==> src/logic/fpio_consts.svh <==
/*
 * Constants of the four-port parallel I/O block: register addresses,
 * reset values and field positions.
 * Assumes it is included by the design modules only.
 */
`ifndef FPIO_CONSTS_SVH
`define FPIO_CONSTS_SVH

// Register addresses on the core's special function bus
`define FPIO_ADDR_PORT_ZERO   8'h80
`define FPIO_ADDR_PORT_ONE    8'h90
`define FPIO_ADDR_PORT_TWO    8'hA0
`define FPIO_ADDR_PORT_THREE  8'hB0

// Reset values of the four latches
`define FPIO_RST_PORT_ZERO    8'hFF
`define FPIO_RST_PORT_ONE     8'hFF
`define FPIO_RST_PORT_TWO     8'hFF
`define FPIO_RST_PORT_THREE   8'hFF

// Value returned for an unmapped read
`define FPIO_RDATA_NONE       8'h00

// Port one alternate pin positions
`define FPIO_P1_TIMER_TWO_CNT 0
`define FPIO_P1_TIMER_TWO_TRG 1
`define FPIO_P1_SPI_SEL       5

// Port three alternate pin positions
`define FPIO_P3_UART_RX       0
`define FPIO_P3_UART_TX       1
`define FPIO_P3_EXT_INT_ZERO  2
`define FPIO_P3_EXT_INT_ONE   3
`define FPIO_P3_TIMER_ZERO    4
`define FPIO_P3_TIMER_ONE     5
`define FPIO_P3_WR_STROBE     6
`define FPIO_P3_RD_STROBE     7

`endif

==> src/logic/fpio_pkg.sv <==
/*
 * Types of the four-port parallel I/O block.
 * Assumes fpio_consts.svh is on the include path.
 */
package fpio_pkg;

    // Phase of an external memory cycle as announced by the core
    typedef enum logic [1:0] {
        FPIO_PH_IDLE,
        FPIO_PH_ADDR,
        FPIO_PH_WDATA,
        FPIO_PH_RDATA
    } fpio_phase_t;

    // State of one port latch
    typedef struct packed {
        logic [7:0] latch;
    } fpio_latch_state_t;

    // State of the port block
    typedef struct packed {
        logic [7:0] p0_out;
        logic [7:0] p0_oe;
        logic [7:0] p0_rdata;
        logic [7:0] p2_out;
        logic [7:0] p2_oe;
        logic [7:0] p3_out;
        logic [7:0] p3_oe;
        logic [7:0] analog_sel;
        logic [7:0] sfr_rdata;
        logic       t2_count;
        logic       t2_trigger;
        logic       spi_sel_n;
        logic       uart_rx;
        logic       ext_int_zero;
        logic       ext_int_one;
        logic       t0_count;
        logic       t1_count;
    } fpio_state_t;

endpackage : fpio_pkg

==> src/logic/fpio_latch8.sv <==
/*
 * One 8-bit port latch written from the special function bus.
 * Assumes the write strobe is synchronous to ref_clk_in.
 */
`timescale 1ns/1ns
`include "fpio_consts.svh"

module fpio_latch8
    import fpio_pkg::*;
#(
    parameter logic [7:0] ADDR      = 8'h80,
    parameter logic [7:0] RST_VALUE = 8'hFF
) (
    // Clock and reset
    input  wire logic       ref_clk_in,
    input  wire logic       sys_rst_in,
    // Write port
    input  wire logic [7:0] sfr_addr_in,
    input  wire logic       sfr_wr_in,
    input  wire logic [7:0] sfr_wdata_in,
    // Latch contents
    output logic      [7:0] latch_out
);

    fpio_latch_state_t state_reg;
    fpio_latch_state_t state_next;

    always_comb begin
        state_next = state_reg;
        if (sfr_wr_in && (sfr_addr_in == ADDR)) begin
            state_next.latch = sfr_wdata_in;
        end
    end

    always_ff @(posedge ref_clk_in) begin
        if (sys_rst_in) begin
            state_reg.latch <= RST_VALUE;
        end else begin
            state_reg <= state_next;
        end
    end

    assign latch_out = state_reg.latch;

endmodule : fpio_latch8

==> src/logic/fpio_ports.sv <==
/*
 * Four 8-bit parallel ports of the microcontroller: latches, pin drivers,
 * external memory multiplexing and alternate pin functions.
 * Assumes the core drives the special function bus and the memory phase
 * synchronously to ref_clk_in; pull-ups on ports two and three and the
 * external pull-up of port zero are resolved outside from the enables.
 */
// Summary of operation
// (RQ1) Port zero open-drain, latch at 80h
// (RQ2) Port zero latch one leaves pin floating
// (RQ3) Port zero multiplexes low address, then data
// (RQ4) Port zero bus drives ones strongly
// (RQ5) Port one input only, latch 90h
// (RQ6) Port one resets analog; zero selects digital
// (RQ7) Port one bits: timer two, SPI select
// (RQ8) Port two pulled-up, latch A0h, one inputs
// (RQ9) Port two carries high/middle address bytes
// (RQ10) Port three pulled-up, latch B0h, one inputs
// (RQ11) Port three bits zero/one: UART
// (RQ12) Port three: interrupts and timer inputs
// (RQ13) Port three bits six/seven: memory strobes
// (RQ14) Alternate function needs latch one, else zero
// (RQ15) Enabled peripheral takes over its pin
// (RQ16) Port reads return pin levels
`timescale 1ns/1ns
`include "fpio_consts.svh"

module fpio_ports
    import fpio_pkg::*;
(
    // Clock and reset
    input  wire logic        ref_clk_in,
    input  wire logic        sys_rst_in,
    // Special function bus
    input  wire logic [7:0]  sfr_addr_in,
    input  wire logic        sfr_wr_in,
    input  wire logic        sfr_rd_in,
    input  wire logic [7:0]  sfr_wdata_in,
    output logic      [7:0]  sfr_rdata_out,
    // External memory cycle from the core
    input  fpio_phase_t      xmem_phase_in,
    input  wire logic        xmem_data_space_in,
    input  wire logic [23:0] xmem_addr_in,
    input  wire logic [7:0]  xmem_wdata_in,
    output logic      [7:0]  xmem_rdata_out,
    // Port zero pins
    input  wire logic [7:0]  p0_pin_in,
    output logic      [7:0]  p0_pin_out,
    output logic      [7:0]  p0_pin_oe_out,
    // Port one pins
    input  wire logic [7:0]  p1_pin_in,
    output logic      [7:0]  analog_sel_out,
    // Port two pins
    input  wire logic [7:0]  p2_pin_in,
    output logic      [7:0]  p2_pin_out,
    output logic      [7:0]  p2_pin_oe_out,
    // Port three pins
    input  wire logic [7:0]  p3_pin_in,
    output logic      [7:0]  p3_pin_out,
    output logic      [7:0]  p3_pin_oe_out,
    // Peripheral side of the port three pins
    input  wire logic [7:0]  p3_alt_en_in,
    input  wire logic [7:0]  p3_alt_value_in,
    // Alternate inputs delivered to peripherals
    output logic             timer_two_count_input_out,
    output logic             timer_two_trigger_input_out,
    output logic             spi_sel_n_out,
    output logic             uart_rx_out,
    output logic             external_interrupt_zero_out,
    output logic             external_interrupt_one_out,
    output logic             timer_zero_count_input_out,
    output logic             timer_one_count_input_out
);

    ////////////////////////////////////////////////////////////////////////
    // Latches

    localparam logic [7:0] LATCH_ADDR [4] = '{
        `FPIO_ADDR_PORT_ZERO, `FPIO_ADDR_PORT_ONE,
        `FPIO_ADDR_PORT_TWO,  `FPIO_ADDR_PORT_THREE};
    localparam logic [7:0] LATCH_RST [4] = '{
        `FPIO_RST_PORT_ZERO, `FPIO_RST_PORT_ONE,
        `FPIO_RST_PORT_TWO,  `FPIO_RST_PORT_THREE};

    logic [7:0] latch [4];

    // One latch per port at its own address [RQ1] [RQ5] [RQ8] [RQ10]
    for (genvar g = 0; g < 4; g++) begin : g_latch
        fpio_latch8 #(
            .ADDR      (LATCH_ADDR[g]),
            .RST_VALUE (LATCH_RST[g])
        ) u_latch (
            .ref_clk_in   (ref_clk_in),
            .sys_rst_in   (sys_rst_in),
            .sfr_addr_in  (sfr_addr_in),
            .sfr_wr_in    (sfr_wr_in),
            .sfr_wdata_in (sfr_wdata_in),
            .latch_out    (latch[g])
        );
    end

    ////////////////////////////////////////////////////////////////////////
    // Next state

    fpio_state_t state_reg;
    fpio_state_t state_next;
    logic [7:0]  p3_level;
    logic [7:0]  p1_alt;
    logic [7:0]  p3_alt;

    always_comb begin
        state_next = state_reg;

        // Port zero: drive low only, float on a one [RQ1] [RQ2]
        state_next.p0_out = 8'h00;
        state_next.p0_oe  = ~latch[0];
        state_next.p0_rdata = state_reg.p0_rdata;
        case (xmem_phase_in)
            FPIO_PH_ADDR: begin
                // Low address byte, ones driven hard [RQ3] [RQ4]
                state_next.p0_out = xmem_addr_in[7:0];
                state_next.p0_oe  = 8'hFF;
            end
            FPIO_PH_WDATA: begin
                state_next.p0_out = xmem_wdata_in; // [RQ3] [RQ4]
                state_next.p0_oe  = 8'hFF;
            end
            FPIO_PH_RDATA: begin
                // Released so the memory can drive the data byte [RQ3]
                state_next.p0_out   = 8'h00;
                state_next.p0_oe    = 8'h00;
                state_next.p0_rdata = p0_pin_in;
            end
            FPIO_PH_IDLE: begin
                state_next.p0_out = 8'h00;
            end
            default: begin
                state_next.p0_oe = ~latch[0];
            end
        endcase

        // Port one has no driver; the latch picks analog or digital and gates the alternate inputs
        state_next.analog_sel = latch[1]; // [RQ5] [RQ6]

        // Port two: pull-up holds a one, so only zeros are driven [RQ8]
        state_next.p2_out = 8'h00;
        state_next.p2_oe  = ~latch[2];
        if (xmem_phase_in != FPIO_PH_IDLE) begin
            // Program space: high byte; data space: middle, then high [RQ9]
            if (!xmem_data_space_in) begin
                state_next.p2_out = xmem_addr_in[15:8];
            end else if (xmem_phase_in == FPIO_PH_ADDR) begin
                state_next.p2_out = xmem_addr_in[15:8];
            end else begin
                state_next.p2_out = xmem_addr_in[23:16];
            end
            state_next.p2_oe = 8'hFF;
        end

        // Port three: enabled peripheral owns the pin, gated by latch
        p3_level = latch[3] & ((p3_alt_en_in & p3_alt_value_in) | ~p3_alt_en_in); // [RQ14] [RQ15]
        state_next.p3_out = 8'h00;
        state_next.p3_oe  = ~p3_level; // [RQ10] [RQ11] [RQ13]

        // Alternate inputs read as zero while the latch holds zero [RQ14]
        p1_alt = p1_pin_in & latch[1];
        p3_alt = p3_pin_in & latch[3];
        state_next.t2_count     = p1_alt[`FPIO_P1_TIMER_TWO_CNT]; // [RQ7]
        state_next.t2_trigger   = p1_alt[`FPIO_P1_TIMER_TWO_TRG]; // [RQ7]
        state_next.spi_sel_n    = p1_alt[`FPIO_P1_SPI_SEL];       // [RQ7]
        state_next.uart_rx      = p3_alt[`FPIO_P3_UART_RX];       // [RQ11]
        state_next.ext_int_zero = p3_alt[`FPIO_P3_EXT_INT_ZERO];  // [RQ12]
        state_next.ext_int_one  = p3_alt[`FPIO_P3_EXT_INT_ONE];   // [RQ12]
        state_next.t0_count     = p3_alt[`FPIO_P3_TIMER_ZERO];    // [RQ12]
        state_next.t1_count     = p3_alt[`FPIO_P3_TIMER_ONE];     // [RQ12]

        // Reads see the pins, not the latches, as the core expects
        if (sfr_rd_in) begin
            case (sfr_addr_in)
                `FPIO_ADDR_PORT_ZERO:  state_next.sfr_rdata = p0_pin_in; // [RQ16]
                `FPIO_ADDR_PORT_ONE:   state_next.sfr_rdata = p1_pin_in; // [RQ16]
                `FPIO_ADDR_PORT_TWO:   state_next.sfr_rdata = p2_pin_in; // [RQ16]
                `FPIO_ADDR_PORT_THREE: state_next.sfr_rdata = p3_pin_in; // [RQ16]
                default:               state_next.sfr_rdata = `FPIO_RDATA_NONE;
            endcase
        end
    end

    ////////////////////////////////////////////////////////////////////////
    // State register

    // Pins come out one cycle after the latch; keeps every output registered
    always_ff @(posedge ref_clk_in) begin
        if (sys_rst_in) begin
            state_reg            <= '0;
            state_reg.analog_sel <= `FPIO_RST_PORT_ONE; // [RQ6]
        end else begin
            state_reg <= state_next;
        end
    end

    ////////////////////////////////////////////////////////////////////////
    // Outputs

    assign sfr_rdata_out               = state_reg.sfr_rdata;
    assign xmem_rdata_out              = state_reg.p0_rdata;
    assign p0_pin_out                  = state_reg.p0_out;
    assign p0_pin_oe_out               = state_reg.p0_oe;
    assign analog_sel_out              = state_reg.analog_sel;
    assign p2_pin_out                  = state_reg.p2_out;
    assign p2_pin_oe_out               = state_reg.p2_oe;
    assign p3_pin_out                  = state_reg.p3_out;
    assign p3_pin_oe_out               = state_reg.p3_oe;
    assign timer_two_count_input_out   = state_reg.t2_count;
    assign timer_two_trigger_input_out = state_reg.t2_trigger;
    assign spi_sel_n_out               = state_reg.spi_sel_n;
    assign uart_rx_out                 = state_reg.uart_rx;
    assign external_interrupt_zero_out = state_reg.ext_int_zero;
    assign external_interrupt_one_out  = state_reg.ext_int_one;
    assign timer_zero_count_input_out  = state_reg.t0_count;
    assign timer_one_count_input_out   = state_reg.t1_count;

endmodule : fpio_ports

==> config.mk <==
export PLATFORM = sky130hd
export DESIGN_NAME = fpio_ports
export DESIGN_NICKNAME = d
export VERILOG_FILES = /design/src/logic/fpio_pkg.sv /design/src/logic/fpio_latch8.sv /design/src/logic/fpio_ports.sv
export VERILOG_INCLUDE_DIRS = /design/src /design/src/logic
export SDC_FILE = /design/constraint.sdc
export NUM_CORES = 1
export LEC_CHECK = 0
export BUFFER_PORTS_ARGS = -buffer_cell sky130_fd_sc_hd__buf_2
export CAP_MARGIN = 20
export CORE_UTILIZATION = 50
export CTS_CLUSTER_SIZE = 12
export DETAILED_ROUTE_END_ITERATION = 16
export PLACE_DENSITY_LB_ADDON = 0.15
export SKIP_LAST_GASP = 1
export SYNTH_ARGS = -nofsm -noshare
export SYNTH_HDL_FRONTEND = slang
export SYNTH_SLANG_ARGS = --single-unit
==> constraint.sdc <==
create_clock -name ref_clk_in -period 2.9 [get_ports ref_clk_in]
set_clock_uncertainty 0.05 [all_clocks]
set_input_delay 0.29 -clock ref_clk_in [delete_from_list [all_inputs] [get_ports ref_clk_in]]
set_output_delay 0.29 -clock ref_clk_in [all_outputs]
set_load 0.01 [all_outputs]
==> results by group <==
Die
  – Ports: approximately 180
  – Starting Density: 0.524
  – Chip Height: 89.9 um
  – Die extent in x: 89.9 um
  – Die Area: a little over 8000 um^2
  – Core area: 7370 um^2
  – Std-Cell Rows: 31

Worst setup path
  – Worst path max stage delay: 480 ps
  – Worst reg2reg path startpoint: sfr_rdata_out[3]
  – Reg2reg end: sfr_rdata_out[3]
  – Critical Path AT: between 1500 and 2000 ps
  – Crit Path Class: in2reg
  – CP endpoint kind: flip-flop
  – Buf/Inv on CP: 2
  – FF-to-FF path depth: 2
  – Critical path required time: 3080 ps
  – Critical path depth: 6
  – Critical-path cell list: buf_2 > inv_1 > ha_1 > nand2b_1 > mux2i_1 > nor2_1
  – CP max FO: 15
  – Crit path launch type: input port
  – Crit-path slowest cell: nand2b_1
  – CP delay by family, top: simple AND/OR/NAND/NOR gates
  – Reg2reg setup slack: ~2100 ps

Cells and area
  – Layout cell share with drive strength beyond 1: 0.378
  – Non-Filler Instances: 633
  – P&R area growth vs syn: 27.3%
  – Filler Cell Count: approximately 640
  – ANT cells: 0
  – Fin nets: between 600 and 700

Synth
  – Commonest cells in the netlist: 104 x dfxtp_1, 67 x nor2_1, 48 x mux2i_1
  – Area leader, netlist: dfxtp_1
  – Post-Syn Instances: between 300 and 400
  – Post-synth EDFFs: 0
  – Share of the synthesized area in the top cell type: 0.539
  – Yosys cell types: 29
  – Most common cell in the netlist: dfxtp_1
  – #FFs+latches synth: 104
  – Sequential area share after synthesis: 0.539
  – Syn_area_per_cell: around 10 um^2
  – Synth Warn #: 0
  – Synth Cell Area: 3860 um^2
  – Ys async rst share: 0
  – Synth top area cells: dfxtp_1 54%, mux2i_1 12%, nor2_1 6.5%
  – Ys flop type: dfxtp_1

Detailed routing
  – Avg Vias per Cell: 4.92
  – DRC Markers: 0
  – Final wirelength: 9080 um
  – 1st-iter DRT viols: 110
  – WL per Instance: between 10 and 15 um
  – Detailed-route via count: 3114
  – Final ANT Viol Nets: 0
  – Drt pass-1 iters: 4

STA
  – FMAX: 657 MHz
  – Final worst-path cycle share: 0.525
  – Pins Over Slew Limit: 0
  – Setup TNS: 0 ps
  – Final critical-path required period: 1520 ps
  – Final hold vios: 0
  – Worst-margin pin slew: 690 ps
  – Final setup fails: 0
  – RSZ-0062 raised after global routing: no
  – Relative slew slack: 0.540

GRT
  – Largest net degree at the start of global routing: 73
  – Initial antenna violation count: 0
  – First-pass GRT wire length: 14400 um
  – Vias in the first global route: 2883
  – GR Util All Layers: 0.225
  – Grt ovf: 0

Pwr
  – Max IR drop VDD: 0.000278 V
  – Pwr per Cell Area: approximately 540 nW/um^2
  – Pleak: 2.52 nW

CTS
  – Post-CTS Setup Bufs: 0
  – Max Buffers Root-to-Sink: 2
  – Htree depth: 3
  – CTS Buf Count: 9
  – Clk sink count: 104
  – # resized after CTS: 0
  – # hold bufs at CTS: 0
  – Worst skew pair latency: around 340 ps
  – Root Buffer: clkbuf_8
  – Worst-path clk slew: 90 ps
  – CTS tree: built

Place
  – Port bufs: approximately 170
  – HPWL after DPL: 6760 um
  – Placed Cells: 619
  – Routability cong.: 0.799

Min path
  – Worst Hold Launch: xmem_addr_in[22]
  – WHS Path Cells: 3
  – Worst hold path class: in2reg
  – Hold Path Sink: p2_pin_out[6]

Run status
  – Status: complete, no violations

Job
  – MaxCap Viol Count: 0
-- layout by cell type, fill, tap and decap left out, types with 2 or more instances in the layout --
master	instances
nand2_1	13
nor2_1	67
inv_1	10
a22oi_1	3
nand2b_1	18
nor2b_1	3
a21oi_1	29
ha_1	4
conb_1	8
nor3b_1	8
buf_2	173
dfxtp_1	104
a21o_1	8
buf_4	2
clkbuf_8	11
mux4_2	8
mux2i_1	48
nand3b_1	5
-- kinds of logic after synthesis --
kind of cell | Yosys count | synth area share
AND/OR/NAND/NOR | 123 | 0.163
adder cells (fa/ha/maj) | 4 | 0.0130
multiplexers | 56 | 0.171
other | 1 | 0.000971
flip-flops | 104 | 0.539
AO/OA/AOI/OAI | 40 | 0.0590
buffers and inverters | 41 | 0.0538
-- power by group --
part / leakage, nW / internal [mW] / switching, mW
clock network: 0.0973 / 0.436 / 0.443
logic: 1.57 / 0.136 / 0.154
registers: 0.851 / 1.47 / 0.0116
total: 2.52 / 2.04 / 0.609
-- worst register-to-register path: cells and delay by family (launching register included) --
family             cells  cell delay (ps)
AOI/OAI and AO/OA      1              170
DFF                    1              320
and+or+nand+nor        1              130
-- metal layers --
layer  global-route usage  part of all wire  wire length, um
met5                    0                 0                0
met4               0.0820             0.012              109
met3               0.0423             0.061              556
met2                0.381              0.49             4460
met1                0.287              0.44             3950
-- area by class of cell --
class                           instances  area (um^2)  share of cell area
Inverter                               10         37.5             0.00764
Multi-Input combinational cell        231         1600               0.325
Tap cell                               99          124              0.0252
Sequential cell                       104         2080               0.424
Timing Repair Buffer                  175          881               0.179
Clock buffer                           11          151              0.0308
Clock inverter                          3         42.5             0.00865
-- sequential cells by signal, summed over array words and instances (netlist names) --
signal / flops
timer_zero_count_input_out: 1
sfr_rdata_out: 8
external_interrupt_one_out: 1
uart_rx_out: 1
timer_one_count_input_out: 1
spi_sel_n_out: 1
p3_pin_oe_out: 8
p2_pin_out: 8
analog_sel_out: 8
g_latch.u_latch.latch_out: 32
timer_two_count_input_out: 1
p2_pin_oe_out: 8
external_interrupt_zero_out: 1
timer_two_trigger_input_out: 1
p0_pin_oe_out: 8
p0_pin_out: 8
xmem_rdata_out: 8
-- metrics by stage --
stage | area [um^2] | worst slack [ps] | total power [mW] | util | hold WS, ps
after floorplan | 3890 | 1560 | 1.68 | - | 343
after global placement | 4720 | 1100 | 1.80 | 0.641 | 351
after detailed placement | 4720 | 1030 | 1.81 | 0.641 | 360
after CTS | 4920 | 1400 | 2.68 | 0.667 | 111
after global routing | 4920 | 1260 | 2.78 | 0.667 | 107
final | 4920 | 1380 | 2.65 | 0.667 | 123
-- worst max path at each step --
| stage | start | endpoint | slack (ps) |
|---|---|---|---|
| floorplan | sfr_addr_in[1] | g_latch[1].u_latch.latch_out[0] | 1560 |
| global placement | sfr_addr_in[1] | g_latch[0].u_latch.latch_out[4] | 1100 |
| detailed placement | xmem_phase_in[1] | p2_pin_out[4] | 1030 |
| CTS | xmem_phase_in[1] | p2_pin_out[4] | 1400 |
| global route | xmem_phase_in[1] | p2_pin_out[4] | 1260 |
| finish | xmem_phase_in[1] | p2_pin_out[4] | 1380 |
Power figures use the tool's default switching activity.
